## src/pin_mux_pkg.sv

```systemverilog
// Constants, register map and helpers shared by the pin function selector.
// Assumes a single 200 MHz core clock and an Avalon-MM register master.
// Notes on behaviour
// - Reset returns every pad to its primary function.
// - Each pad direction is set on its own.
// - Asserted fault input disables the selected PWM outputs.
// - Test data and mode sampled on test-clock rise.
// - Test data out driven only while shifting, falls.
// - Low reset pad initialises and holds the device.
// - Reset release is synchronous, fixed cycles after pad.
// - Reset pad as I/O ignores pad reset.
// - In reset, pads are pulled-up inputs; data-out stays output.
// - Converter control picks converter or comparator routing.
package pin_mux_pkg;
  localparam int NPADS = 8;
  localparam int NFUNC = 4;
  localparam int SELW = 2;
  localparam int RST_CNT_W = 6;
  localparam logic [RST_CNT_W-1:0] RST_RELEASE_CYCLES = 6'h20;

  localparam logic [7:0] OFS_PER = 8'h00;
  localparam logic [7:0] OFS_SEL = 8'h04;
  localparam logic [7:0] OFS_DIR = 8'h08;
  localparam logic [7:0] OFS_DOUT = 8'h0c;
  localparam logic [7:0] OFS_DIN = 8'h10;
  localparam logic [7:0] OFS_PULL = 8'h14;
  localparam logic [7:0] OFS_CTL = 8'h18;
  localparam logic [7:0] OFS_FMASK = 8'h1c;
  localparam logic [7:0] OFS_STAT = 8'h20;

  localparam logic [NPADS-1:0] PER_RST = 8'h00;
  localparam logic [NPADS*SELW-1:0] SEL_RST = 16'h0000;
  localparam logic [NPADS-1:0] DIR_RST = 8'h00;
  localparam logic [NPADS-1:0] DOUT_RST = 8'h00;
  localparam logic [NPADS-1:0] PULL_RST = 8'hff;
  localparam logic [4:0] CTL_RST = 5'h04;
  localparam logic [NPADS-1:0] FMASK_RST = 8'h00;

  localparam int CTL_RSTIO = 0;
  localparam int CTL_SWRST = 1;
  localparam int CTL_FPOL = 2;
  localparam int CTL_CMPSEL = 3;
  localparam int CTL_RSTDRV = 4;

  localparam int STAT_FAULT = 0;
  localparam int STAT_SHIFT = 1;
  localparam int STAT_RSTPAD = 2;
  localparam int STAT_CMPSEL = 3;

  localparam int FAULT_PAD = 6;
  localparam logic [SELW-1:0] FAULT_SEL = 2'h2;
  localparam int ANALOG_PAD = 1;
  localparam logic [SELW-1:0] ANALOG_SEL = 2'h0;

  typedef enum logic [0:0] {bus_idle, bus_ack} bus_state_type;

  function automatic logic [SELW-1:0] pad_sel(input logic [NPADS*SELW-1:0] s, input int i);
    pad_sel = s[i*SELW +: SELW];
  endfunction
endpackage

```

## src/pad_route.sv

```systemverilog
// Combinational routing of one pad between general I/O and its alternates.
// Assumes the caller registers the pad-side outputs.
`timescale 1ns/1ps
module pad_route
  import pin_mux_pkg::*;
(
  input wire logic per_en_i,
  input wire logic [SELW-1:0] sel_i,
  input wire logic gpio_dir_i,
  input wire logic gpio_out_i,
  input wire logic [NFUNC-1:0] alt_out_i,
  input wire logic [NFUNC-1:0] alt_oe_i,
  input wire logic pad_in_i,
  output logic pad_out_o,
  output logic pad_oe_o,
  output logic [NFUNC-1:0] alt_in_o
);
  always_comb begin
    alt_in_o = '0;
    if (per_en_i) begin
      pad_out_o = alt_out_i[sel_i];
      pad_oe_o = alt_oe_i[sel_i];
      alt_in_o[sel_i] = pad_in_i;
    end else begin
      // Unselected peripherals see zero so none can sample a GPIO pad.
      pad_out_o = gpio_out_i;
      pad_oe_o = gpio_dir_i;
    end
  end
endmodule

```

## src/reset_release.sv

```systemverilog
// Internal reset generator: holds reset while requested, releases after a count.
// Assumes the request is synchronous to the core clock.
`timescale 1ns/1ps
module reset_release
  import pin_mux_pkg::*;
(
  input wire logic core_clk_i,
  input wire logic rstn_i,
  input wire logic req_i,
  output logic sys_rst_n_o
);
  logic [RST_CNT_W-1:0] cnt_q;
  logic rst_n_q;

  always_ff @(posedge core_clk_i or negedge rstn_i) begin
    if (!rstn_i) begin
      cnt_q <= '0;
      rst_n_q <= 1'b0;
    end else if (req_i) begin
      cnt_q <= '0;
      rst_n_q <= 1'b0;
    end else if (cnt_q != RST_RELEASE_CYCLES) begin
      cnt_q <= cnt_q + 1'b1;
    end else begin
      rst_n_q <= 1'b1;
    end
  end

  assign sys_rst_n_o = rst_n_q;
endmodule

```

## src/pin_function_selector.sv

```systemverilog
// Pin function selector: pad multiplexing, reset pad, test pads and fault gating.
// Assumes an Avalon-MM master on the core clock and synchronous pad inputs.
//
// The placing of the registers and the Avalon-MM register port were chosen for this implementation.
`timescale 1ns/1ps
module pin_function_selector
  import pin_mux_pkg::*;
(
  input wire logic core_clk_i,
  input wire logic rstn_i,
  input wire logic [7:0] avs_address_i,
  input wire logic avs_read_i,
  input wire logic avs_write_i,
  input wire logic [31:0] avs_writedata_i,
  input wire logic [3:0] avs_byteenable_i,
  output logic [31:0] avs_readdata_o,
  output logic avs_waitrequest_o,
  input wire logic [NPADS-1:0] pad_in_i,
  output logic [NPADS-1:0] pad_out_o,
  output logic [NPADS-1:0] pad_oe_o,
  output logic [NPADS-1:0] pad_pu_o,
  input wire logic [NPADS*NFUNC-1:0] alt_out_i,
  input wire logic [NPADS*NFUNC-1:0] alt_oe_i,
  output logic [NPADS*NFUNC-1:0] alt_in_o,
  input wire logic ext_reset_pad_n_i,
  output logic reset_pad_io_out_o,
  output logic reset_pad_io_oe_o,
  output logic reset_pad_pu_o,
  input wire logic cop_reset_i,
  output logic sys_rst_n_o,
  input wire logic [NPADS-1:0] pwm_i,
  output logic [NPADS-1:0] pwm_o,
  output logic pwm_fault_in_o,
  output logic conv_a_ch1_en_o,
  output logic cmp_a_neg_in0_en_o,
  input wire logic tck_i,
  input wire logic tdi_i,
  input wire logic tms_i,
  output logic test_pu_o,
  output logic tap_tdi_o,
  output logic tap_tms_o,
  output logic tap_tck_rise_o,
  input wire logic tap_tdo_i,
  input wire logic tap_shift_i,
  output logic tdo_o,
  output logic tdo_oe_o
);
  logic [NPADS-1:0] port_periph_enable_q;
  logic [NPADS*SELW-1:0] pad_function_select_q;
  logic [NPADS-1:0] dir_q;
  logic [NPADS-1:0] dout_q;
  logic [NPADS-1:0] pull_q;
  logic [4:0] ctl_q;
  logic [NPADS-1:0] fmask_q;
  bus_state_type bus_q;
  bus_state_type bus_d;
  logic [31:0] rdata_q;
  logic [31:0] rdata_d;
  logic wr_en;
  logic dev_rst;
  logic rst_req;
  logic [NPADS-1:0] cell_out;
  logic [NPADS-1:0] cell_oe;
  logic [NPADS*NFUNC-1:0] cell_alt_in;
  logic [NPADS-1:0] pad_out_q;
  logic [NPADS-1:0] pad_oe_q;
  logic [NPADS*NFUNC-1:0] alt_in_q;
  logic fault_raw;
  logic fault_q;
  logic [NPADS-1:0] pwm_q;
  logic analog_sel;
  logic conv_en_q;
  logic cmp_en_q;
  logic tck_q;
  logic tck_rise;
  logic tck_fall;
  logic tdi_q;
  logic tms_q;
  logic tdo_q;
  logic tdo_oe_q;
  logic rise_q;

  // Write strobe for one register offset, shared by every configuration register.
  function automatic logic wr_hit(input logic en, input logic [7:0] addr, input logic [7:0] ofs);
    wr_hit = en && (addr == ofs);
  endfunction

  // True when a pad is handed to its peripheral and set to the given function.
  function automatic logic pad_uses(input logic [NPADS-1:0] per, input logic [NPADS*SELW-1:0] sel,
    input int pad, input logic [SELW-1:0] code);
    pad_uses = per[pad] && (pad_sel(sel, pad) == code);
  endfunction

  // Internal reset sources: pad (unless repurposed), watchdog and software.
  assign rst_req = (!ext_reset_pad_n_i && !ctl_q[CTL_RSTIO]) || cop_reset_i || ctl_q[CTL_SWRST];

  reset_release u_reset_release (
    .core_clk_i(core_clk_i),
    .rstn_i(rstn_i),
    .req_i(rst_req),
    .sys_rst_n_o(sys_rst_n_o)
  );

  assign dev_rst = !sys_rst_n_o;

  // Bus slave answers every access one cycle after it appears.
  always_comb begin
    bus_d = bus_idle;
    case (bus_q)
      bus_idle: begin
        if (avs_read_i || avs_write_i) begin
          bus_d = bus_ack;
        end
      end
      bus_ack: begin
        bus_d = bus_idle;
      end
      default: begin
        bus_d = bus_idle;
      end
    endcase
  end

  // Waitrequest drops only in the answer cycle, so a held write lands exactly once.
  assign avs_waitrequest_o = (avs_read_i || avs_write_i) && (bus_q != bus_ack);
  assign wr_en = avs_write_i && (bus_q == bus_ack) && avs_byteenable_i[0];

  always_ff @(posedge core_clk_i or negedge rstn_i) begin
    if (!rstn_i) begin
      bus_q <= bus_idle;
    end else begin
      bus_q <= bus_d;
    end
  end

  always_comb begin
    rdata_d = 32'h0000_0000;
    case (avs_address_i)
      OFS_PER: rdata_d[NPADS-1:0] = port_periph_enable_q;
      OFS_SEL: rdata_d[NPADS*SELW-1:0] = pad_function_select_q;
      OFS_DIR: rdata_d[NPADS-1:0] = dir_q;
      OFS_DOUT: rdata_d[NPADS-1:0] = dout_q;
      OFS_DIN: rdata_d[NPADS-1:0] = pad_in_i;
      OFS_PULL: rdata_d[NPADS-1:0] = pull_q;
      OFS_CTL: rdata_d[4:0] = ctl_q;
      OFS_FMASK: rdata_d[NPADS-1:0] = fmask_q;
      OFS_STAT: begin
        rdata_d[STAT_FAULT] = fault_q;
        rdata_d[STAT_SHIFT] = tdo_oe_q;
        rdata_d[STAT_RSTPAD] = ext_reset_pad_n_i;
        rdata_d[STAT_CMPSEL] = cmp_en_q;
      end
      default: rdata_d = 32'h0000_0000;
    endcase
  end

  // Read data are captured when the request first appears and stand until the next read.
  always_ff @(posedge core_clk_i or negedge rstn_i) begin
    if (!rstn_i) begin
      rdata_q <= 32'h0000_0000;
    end else if (avs_read_i && bus_q == bus_idle) begin
      rdata_q <= rdata_d;
    end
  end

  assign avs_readdata_o = rdata_q;

  // Function selection; any internal reset restores primary functions.
  always_ff @(posedge core_clk_i or negedge rstn_i) begin
    if (!rstn_i) begin
      port_periph_enable_q <= PER_RST;
      pad_function_select_q <= SEL_RST;
    end else if (dev_rst) begin
      port_periph_enable_q <= PER_RST;
      pad_function_select_q <= SEL_RST;
    end else if (wr_hit(wr_en, avs_address_i, OFS_PER)) begin
      port_periph_enable_q <= avs_writedata_i[NPADS-1:0];
    end else if (wr_hit(wr_en, avs_address_i, OFS_SEL)) begin
      pad_function_select_q <= avs_writedata_i[NPADS*SELW-1:0];
    end
  end

  // General I/O direction and output data, one bit per pad.
  always_ff @(posedge core_clk_i or negedge rstn_i) begin
    if (!rstn_i) begin
      dir_q <= DIR_RST;
      dout_q <= DOUT_RST;
    end else if (dev_rst) begin
      dir_q <= DIR_RST;
      dout_q <= DOUT_RST;
    end else if (wr_hit(wr_en, avs_address_i, OFS_DIR)) begin
      dir_q <= avs_writedata_i[NPADS-1:0];
    end else if (wr_hit(wr_en, avs_address_i, OFS_DOUT)) begin
      dout_q <= avs_writedata_i[NPADS-1:0];
    end
  end

  // Pull-ups come back on in reset so an undriven pad never floats.
  always_ff @(posedge core_clk_i or negedge rstn_i) begin
    if (!rstn_i) begin
      pull_q <= PULL_RST;
    end else if (dev_rst) begin
      pull_q <= PULL_RST;
    end else if (wr_hit(wr_en, avs_address_i, OFS_PULL)) begin
      pull_q <= avs_writedata_i[NPADS-1:0];
    end
  end

  // Fault mask picks which PWM outputs a fault may silence.
  always_ff @(posedge core_clk_i or negedge rstn_i) begin
    if (!rstn_i) begin
      fmask_q <= FMASK_RST;
    end else if (dev_rst) begin
      fmask_q <= FMASK_RST;
    end else if (wr_hit(wr_en, avs_address_i, OFS_FMASK)) begin
      fmask_q <= avs_writedata_i[NPADS-1:0];
    end
  end

  // The software reset bit clears itself through the reset it requests.
  always_ff @(posedge core_clk_i or negedge rstn_i) begin
    if (!rstn_i) begin
      ctl_q <= CTL_RST;
    end else if (dev_rst) begin
      ctl_q <= CTL_RST;
    end else if (wr_hit(wr_en, avs_address_i, OFS_CTL)) begin
      ctl_q <= avs_writedata_i[4:0];
    end
  end

  // One routing cell per pad; cells share nothing, so pad directions stay independent.
  for (genvar p = 0; p < NPADS; p++) begin : g_pad
    pad_route u_pad_route (
      .per_en_i(port_periph_enable_q[p]),
      .sel_i(pad_sel(pad_function_select_q, p)),
      .gpio_dir_i(dir_q[p]),
      .gpio_out_i(dout_q[p]),
      .alt_out_i(alt_out_i[p*NFUNC +: NFUNC]),
      .alt_oe_i(alt_oe_i[p*NFUNC +: NFUNC]),
      .pad_in_i(pad_in_i[p]),
      .pad_out_o(cell_out[p]),
      .pad_oe_o(cell_oe[p]),
      .alt_in_o(cell_alt_in[p*NFUNC +: NFUNC])
    );
  end

  // Pad drive is registered so a select change never glitches a pin.
  always_ff @(posedge core_clk_i or negedge rstn_i) begin
    if (!rstn_i) begin
      pad_out_q <= '0;
      pad_oe_q <= '0;
      alt_in_q <= '0;
    end else if (dev_rst) begin
      pad_out_q <= '0;
      pad_oe_q <= '0;
      alt_in_q <= '0;
    end else begin
      pad_out_q <= cell_out;
      pad_oe_q <= cell_oe;
      alt_in_q <= cell_alt_in;
    end
  end

  assign pad_out_o = pad_out_q;
  assign pad_oe_o = pad_oe_q;
  assign alt_in_o = alt_in_q;
  assign pad_pu_o = pull_q;

  // Reset pad as open-drain I/O: it can only pull low.
  assign reset_pad_io_out_o = 1'b0;
  assign reset_pad_io_oe_o = ctl_q[CTL_RSTIO] && ctl_q[CTL_RSTDRV];
  assign reset_pad_pu_o = 1'b1;

  // Fault pad counts only when that pad is switched to its fault function.
  assign fault_raw = pad_uses(port_periph_enable_q, pad_function_select_q, FAULT_PAD, FAULT_SEL)
    && (pad_in_i[FAULT_PAD] == ctl_q[CTL_FPOL]);

  always_ff @(posedge core_clk_i or negedge rstn_i) begin
    if (!rstn_i) begin
      fault_q <= 1'b0;
      pwm_q <= '0;
    end else begin
      fault_q <= fault_raw;
      // Gating uses the raw fault so the outputs drop on the edge the fault flag rises.
      pwm_q <= pwm_i & ~(fmask_q & {NPADS{fault_raw}});
    end
  end

  assign pwm_fault_in_o = fault_q;
  assign pwm_o = pwm_q;

  // Shared analog pad feeds either the converter channel or the comparator.
  assign analog_sel = pad_uses(port_periph_enable_q, pad_function_select_q, ANALOG_PAD, ANALOG_SEL);

  always_ff @(posedge core_clk_i or negedge rstn_i) begin
    if (!rstn_i) begin
      conv_en_q <= 1'b0;
      cmp_en_q <= 1'b0;
    end else begin
      conv_en_q <= analog_sel && !ctl_q[CTL_CMPSEL];
      cmp_en_q <= analog_sel && ctl_q[CTL_CMPSEL];
    end
  end

  assign conv_a_ch1_en_o = conv_en_q;
  assign cmp_a_neg_in0_en_o = cmp_en_q;

  // Test clock is oversampled; edges are detected against the core clock.
  assign tck_rise = tck_i && !tck_q;
  assign tck_fall = !tck_i && tck_q;

  always_ff @(posedge core_clk_i or negedge rstn_i) begin
    if (!rstn_i) begin
      tck_q <= 1'b1;
      tdi_q <= 1'b1;
      tms_q <= 1'b1;
      rise_q <= 1'b0;
    end else begin
      tck_q <= tck_i;
      rise_q <= tck_rise;
      if (tck_rise) begin
        tdi_q <= tdi_i;
        tms_q <= tms_i;
      end
    end
  end

  always_ff @(posedge core_clk_i or negedge rstn_i) begin
    if (!rstn_i) begin
      tdo_q <= 1'b0;
      tdo_oe_q <= 1'b0;
    end else if (tck_fall) begin
      tdo_q <= tap_tdo_i;
      tdo_oe_q <= tap_shift_i;
    end
  end

  assign tap_tdi_o = tdi_q;
  assign tap_tms_o = tms_q;
  assign tap_tck_rise_o = rise_q;
  assign test_pu_o = 1'b1;
  // The data-out pad stays an output buffer; only its enable follows shifting.
  assign tdo_o = tdo_q;
  assign tdo_oe_o = tdo_oe_q;
endmodule

```

## config.mk

```make
export PLATFORM = sky130hd
export DESIGN_NAME = pin_function_selector
export DESIGN_NICKNAME = d
export VERILOG_FILES = /design/src/pin_mux_pkg.sv /design/src/pad_route.sv /design/src/reset_release.sv /design/src/pin_function_selector.sv
export SDC_FILE = /design/constraint.sdc
export NUM_CORES = 1
export LEC_CHECK = 0
export ABC_AREA = 0
export BUFFER_PORTS_ARGS = -buffer_cell sky130_fd_sc_hd__buf_2
export CAP_MARGIN = 20
export CORE_MARGIN = 3
export CORE_UTILIZATION = 46
export DETAILED_ROUTE_END_ITERATION = 16
export PLACE_DENSITY_LB_ADDON = 0.12
export REMOVE_ABC_BUFFERS = 1
export SLEW_MARGIN = 10
export SYNTH_ARGS = -nofsm -noshare
export SYNTH_HDL_FRONTEND = slang
export SYNTH_HIERARCHICAL = 1
export SYNTH_SLANG_ARGS = --single-unit
```

## constraint.sdc

```tcl
create_clock -name core_clk_i -period 1.56 [get_ports core_clk_i]
set_input_delay 0.156 -clock core_clk_i [delete_from_list [all_inputs] [get_ports core_clk_i]]
set_output_delay 0.156 -clock core_clk_i [all_outputs]
set_load 0.1 [all_outputs]
```

==> results of run 1 <==
-- layout by cell type, fill, tap and decap left out, types with 12 or more instances in the layout --
cell type        n
and2_1          50
buf_2          193
buf_4           72
clkbuf_16       17
conb_1          19
dfrtp_1        137
dfstp_2         12
dlygate4sd3_1   14
mux2i_1        107
nand2_1         39
nand2b_1        26
nand3_1         21
nor2_1          27
nor2b_1         56
nor3_1          22
o221ai_1        16
-- worst paths after layout --
check	startpoint	endpoint	slack [ns]	cells past startpoint
max in group asynchronous	rstn_i	pad_pu_o[2]	0.69	3
min in group asynchronous	rstn_i	pad_out_o[6]	0.24	2
max	bus_q	pad_function_select_q[10]	-0.07	6
min reg2reg	avs_readdata_o[7]	avs_readdata_o[7]	0.48	2
min	avs_writedata_i[14]	pad_function_select_q[14]	0.01	3
max reg2reg	bus_q	pad_function_select_q[10]	-0.07	6
-- cell families after synthesis --
kind of cell / count (synthesis) / synth area share
XOR/XNOR: 4 / 0.00461
other: 2 / 0.000987
AND/OR/NAND/NOR: 273 / 0.209
adder cells (fa/ha/maj): 2 / 0.00329
AO/OA/AOI/OAI: 76 / 0.0732
multiplexers: 118 / 0.160
flip-flops: 150 / 0.495
buffers and inverters: 63 / 0.0531
-- final cells by class --
cell class | instances | area (um^2) | area share
antenna | 1 | 2.50 | 0.000247
clock buffer | 23 | 478 | 0.0473
clock inverter | 9 | 103 | 0.0101
inverter | 10 | 37.5 | 0.00371
multi-input combinational | 492 | 3540 | 0.350
sequential | 150 | 3770 | 0.373
tap | 216 | 270 | 0.0267
timing repair buffer | 295 | 1910 | 0.189
-- routing by layer --
metal	routed length, um	global-route usage	vias to the layer above
met4	285	0.0639	0
met3	1370	0.0525	17
met5	0	0	-
met2	10500	0.399	222
li1	-	-	2921
met1	9270	0.312	2999
-- flip-flops by register name, indices dropped and copies added, names as in the netlist, 5 cells and up --
signal and cells:
dir_q 8, pwm_o 8, fmask_q 8, dout_q 8, alt_in_o 32, port_periph_enable_q 8, u_reset_release/cnt_q 6, pad_oe_o 8
pad_out_o 8, pad_function_select_q 16, ctl_q 5, avs_readdata_o 16, pad_pu_o 8
-- per-stage QoR --
stage | total power, mW | setup TNS [ns]
6_report | 9.09 | -0.931
5_1_grt | 9.40 | -2.88
4_1_cts | 9.13 | -1.79
3_5_place_dp | 5.08 | -18.30
3_3_place_gp | 5.07 | -17.22
2_1_floorplan | 4.60 | -79.75
-- where the power goes --
group | internal, mW | switching [mW]
combinational | 0.337 | 0.784
clock | 2.47 | 1.55
sequential | 3.94 | 0.0203
total | 6.74 | 2.35
-- critical path, stage by stage (launching register included) --
cell and delay (ns):
dfrtp_1 0.36, nand3_2 0.10, or3_4 0.44, nor2_8 0.20, buf_12 0.16, mux2i_1 0.19, nor2b_1 0.06
-- what timing repair did --
item | in CTS | in global routing
resized for setup | 17 | 13
endpoints found under the hold margin | 55 | 0
endpoints found under the setup margin | 45 | 52
hold buffers | 14 | 0
setup buffers | 1 | 4
pin swaps | 6 | 7
==> results.cfg, run 1 <==
[clock_tree]
path_clk_slew_ns = 0.06
insertion_delay_ns = 0.42
cts_tree = done
cts_buffer_depth = 2
numCtsBuffers = 17
cts_max_level = 4
clockRootBuffer = clkbuf_16
clock-sinks = 150

[synthesis]
synth_cell_type_count = 61
yosys_warnings = 6
synth_commonest_cells = 138 x dfrtp_1, 108 x mux2i_1, 56 x nor2b_1, 50 x and2_1, 39 x nand2_1
ys_seq_area_frac = 0.495
synth_area_mm2 = 0.00761
synth_top_area_share = 0.454
synth_edf_count = 0
yosys.cell_count.top_type = dfrtp_1
ys_ff_latch = 150
synth_flop_cell = dfrtp_1
ys_async_sr_fraction = 1.00
synthTopCellsByArea = dfrtp_1 45%, mux2i_1 14%, nor2b_1 4.6%, dfstp_2 4.1%, and2_1 4.1%
postSynthAreaPerCell_um2 = 11.1
yosys.area.top_type = dfrtp_1
synthCells = 688

[final_layout]
area_growth_pct = 33.0
fin_area_mm2 = 0.0101
layout-drive-gt1-share = 0.363
stdcell_count = 1196
fillCellCount = 1319
utilization = 0.630
final_nets = 1103

[floorplan]
dieArea_mm2 = 0.0181
die_x_um = 135
start_util = 0.474
row_count = 46
ioPinCount = 245
fp.dieH_um = 135
core-area_mm2 = 0.0161

[worst_setup_path]
setup.worst_path.start_class = flop
required_ns = 1.86
cp.arrival_ns = 1.93
critPathCaptureType = flop
path_max_fanout = 8
critPathKind = reg2reg

[sta]
fmax_mhz = 613
fin_skew_ns = 0.00822
rsz0062_at_grt = true
hold_ws_ns = 0.0135
period_share = 1.05
maxSlewViolCount = 0
period_minus_slack_ns = 1.63
setup_viol = 33
layout_setup_ws_ns = -0.0706
hold_viol = 0

[outcome]
violations = negative setup slack
status = finished with violations

[routing]
vias_per_cell = 5.15
routedWlPerCell_um = 17.9
drc = 0
ant_nets = 0
drt-initial-drc-count = 311
wl_um = 21400
num_vias = 6159
drt_pass1_iterations = 5

[global_routing]
grt_overflow = 0
grt_pass1_vias = 6329
grt_pass1_wl_um = 33500
gr-usage-all-layers = 0.237
grt_max_degree = 80
antenna_found_initial = 1

[placement]
dp_cells = 1146
dp_hpwl_um = 16100
port-buffer-count = 206
preCtsSetupSlack_ns = -0.332
finalWeightedCongestion = 0.879
dpl-instance-area_mm2 = 0.00927

[power_and_ir_drop]
powerDensity_mw_per_mm2 = 899
cellLeakagePower_nw = 4.66
vdd_drop_max_mv = 0.765

[hold_path]
hold_path_class = in2reg

[flow_run]
maxCapViolCount = 0
(Power assumes the default switching activity.)
==> run 2: changes to the inputs <==
==> constraint.sdc (replaced) <==
create_clock -name core_clk_i -period 1.36 [get_ports core_clk_i]
set_input_delay 0.136 -clock core_clk_i [delete_from_list [all_inputs] [get_ports core_clk_i]]
set_output_delay 0.136 -clock core_clk_i [all_outputs]
set_load 0.1 [all_outputs]
==> results.cfg, run 2 (synthesis results as in run 1) <==
[routing]
vias_per_cell = 5.19
drt-initial-drc-count = 273
wl_um = 22900
drc = 0
routedWlPerCell_um = 18.6
ant_nets = 0
drt_pass1_iterations = 5
num_vias = 6394

[power_and_ir_drop]
powerDensity_mw_per_mm2 = 992
power.total_mw = 10.7
vdd_drop_max_mv = 0.814
cellLeakagePower_nw = 4.96

[sta]
fin_skew_ns = 0.00895
hold_viol = 0
rsz0062_at_grt = true
period_minus_slack_ns = 1.65
maxSlewViolCount = 0
setup_viol = 70
period_share = 1.21
fmax_mhz = 607
layout_setup_ws_ns = -0.288

[final_layout]
multi_input_comb_area_mm2 = 0.00365
layout-drive-gt1-share = 0.395
final_common_cell = buf_2
fillCellCount = 1232
final_cell_mix = 173 x buf_2, 135 x dfrtp_1, 102 x mux2i_1
largest_register_ffs = 32
final_nets = 1140
stdcell_count = 1233
area_growth_pct = 42.4
fin_area_mm2 = 0.0108
regArea_mm2 = 0.00377

[clock_tree]
path_clk_slew_ns = 0.06
clock-sinks = 150
clockRootBuffer = clkbuf_16
cts_tree = done
numCtsBuffers = 17
cts_buffer_depth = 2
cts_max_level = 4
insertion_delay_ns = 0.43

[placement]
port-buffer-count = 206
dp_cells = 1166
dpl-instance-area_mm2 = 0.00960
finalWeightedCongestion = 0.950
dp_hpwl_um = 16600

[worst_setup_path]
required_ns = 1.67
critPathKind = reg2reg
critPathSlowestCell = dfrtp_1
path_cells = nand3_2 -> or3_1 -> buf_6 -> nor2_8 -> buf_6 -> mux2i_1 -> nor2b_1
crit_path_frequent_cell = buf_6
cpPeakStageDelay_ns = 0.37
critPathCaptureType = flop
path_buf_inv = 2
setup.worst_path.start_class = flop
path_max_fanout = 5
cp_top_family = simple AND/OR/NAND/NOR gates
cp-startpoint = bus_q
worstReg2RegStart = bus_q
cp.arrival_ns = 1.96

[floorplan]
start_util = 0.474
ioPinCount = 245
die_x_um = 135
dieArea_mm2 = 0.0181
core-area_mm2 = 0.0161
fp.dieH_um = 135
row_count = 46

[flow_run]
maxCapViolCount = 0

[outcome]
violations = negative setup slack
status = finished with violations

[global_routing]
grt_pass1_vias = 6645
gr-usage-all-layers = 0.254
antenna_found_initial = 2
grt_overflow = 0
grt_max_degree = 72
grt_pass1_wl_um = 35700

[hold_path]
hold_path_class = in2reg
hp-start = avs_writedata_i[12]
-- run 2: cell count changes in the layout (fill, tap and decap cells not counted), moves of 3 or more --
cell / previous run / this run
dlygate4sd3_1: 14 / 21
mux2i_1: 107 / 102
buf_4: 72 / 91
o21ai_0: 10 / 6
dfrtp_2: 0 / 3
buf_2: 193 / 173
buf_12: 10 / 23
clkbuf_4: 1 / 8
mux2i_4: 0 / 3
o21ai_1: 0 / 4
buf_6: 5 / 14
-- run 2: routing by layer --
metal | GRT usage | vias to the layer above | part of all wire
met4 | 0.0877 | 4 | 0.026
met2 | 0.428 | 243 | 0.49
met3 | 0.0663 | 53 | 0.067
met1 | 0.321 | 3101 | 0.42
met5 | 0 | - | 0.00092
li1 | - | 2993 | -
-- run 2: worst register-to-register path: cells and delay by family, from the launching register on --
family	cells	cell delay [ns]
buffers and inverters	2	0.33
flip-flops	1	0.37
multiplexers	1	0.20
AND/OR/NAND/NOR	4	0.63
-- run 2: final timing paths --
| kind | endpoint | slack, ns | cells past startpoint |
|---|---|---|---|
| hold / removal | pad_function_select_q[12] | 0.03 | 3 |
| hold reg to reg | avs_readdata_o[7] | 0.50 | 2 |
| max in group asynchronous | pad_pu_o[5] | 0.56 | 3 |
| setup / recovery | pad_function_select_q[0] | -0.29 | 7 |
| min in group asynchronous | alt_in_o[25] | 0.23 | 2 |
| setup reg to reg | pad_function_select_q[0] | -0.29 | 7 |
-- run 2: layout make-up --
type,count,share of cell area
diodes,1,0.000231
clock buffers,24,0.0445
clock inverters,8,0.0114
inverters,10,0.00347
multi-input cells,492,0.337
flip-flops and latches,150,0.348
well taps,216,0.0250
repair buffers,332,0.230
-- run 2: power by group --
group          internal, mW  leakage, nW  switching, mW
clock                  3.03        0.290           1.78
combinational         0.463         2.65          0.932
sequential             4.51         2.02         0.0262
-- run 2: stage by stage --
step | setup TNS [ns] | setup slack [ns] | hold slack (ns) | util
4_1_cts | -7.32 | -0.276 | 0.0274 | 0.665
2_1_floorplan | -104.78 | -0.982 | -0.160 | -
3_3_place_gp | -26.98 | -0.473 | 0.0953 | 0.598
5_1_grt | -14.18 | -0.314 | 0.0628 | 0.674
3_5_place_dp | -29.19 | -0.528 | 0.104 | 0.598
6_report | -10.87 | -0.288 | 0.0317 | 0.674
-- run 2: repair_timing --
action / 4_1_cts / 5_1_grt
pin swaps: 8 / 8
endpoints found under the setup margin: 79 / 95
resized for setup: 41 / 35
buffers inserted: 9 / 5
hold buffers: 21 / 0
gates cloned: 2 / 0
hold endpoints to repair: 68 / 0
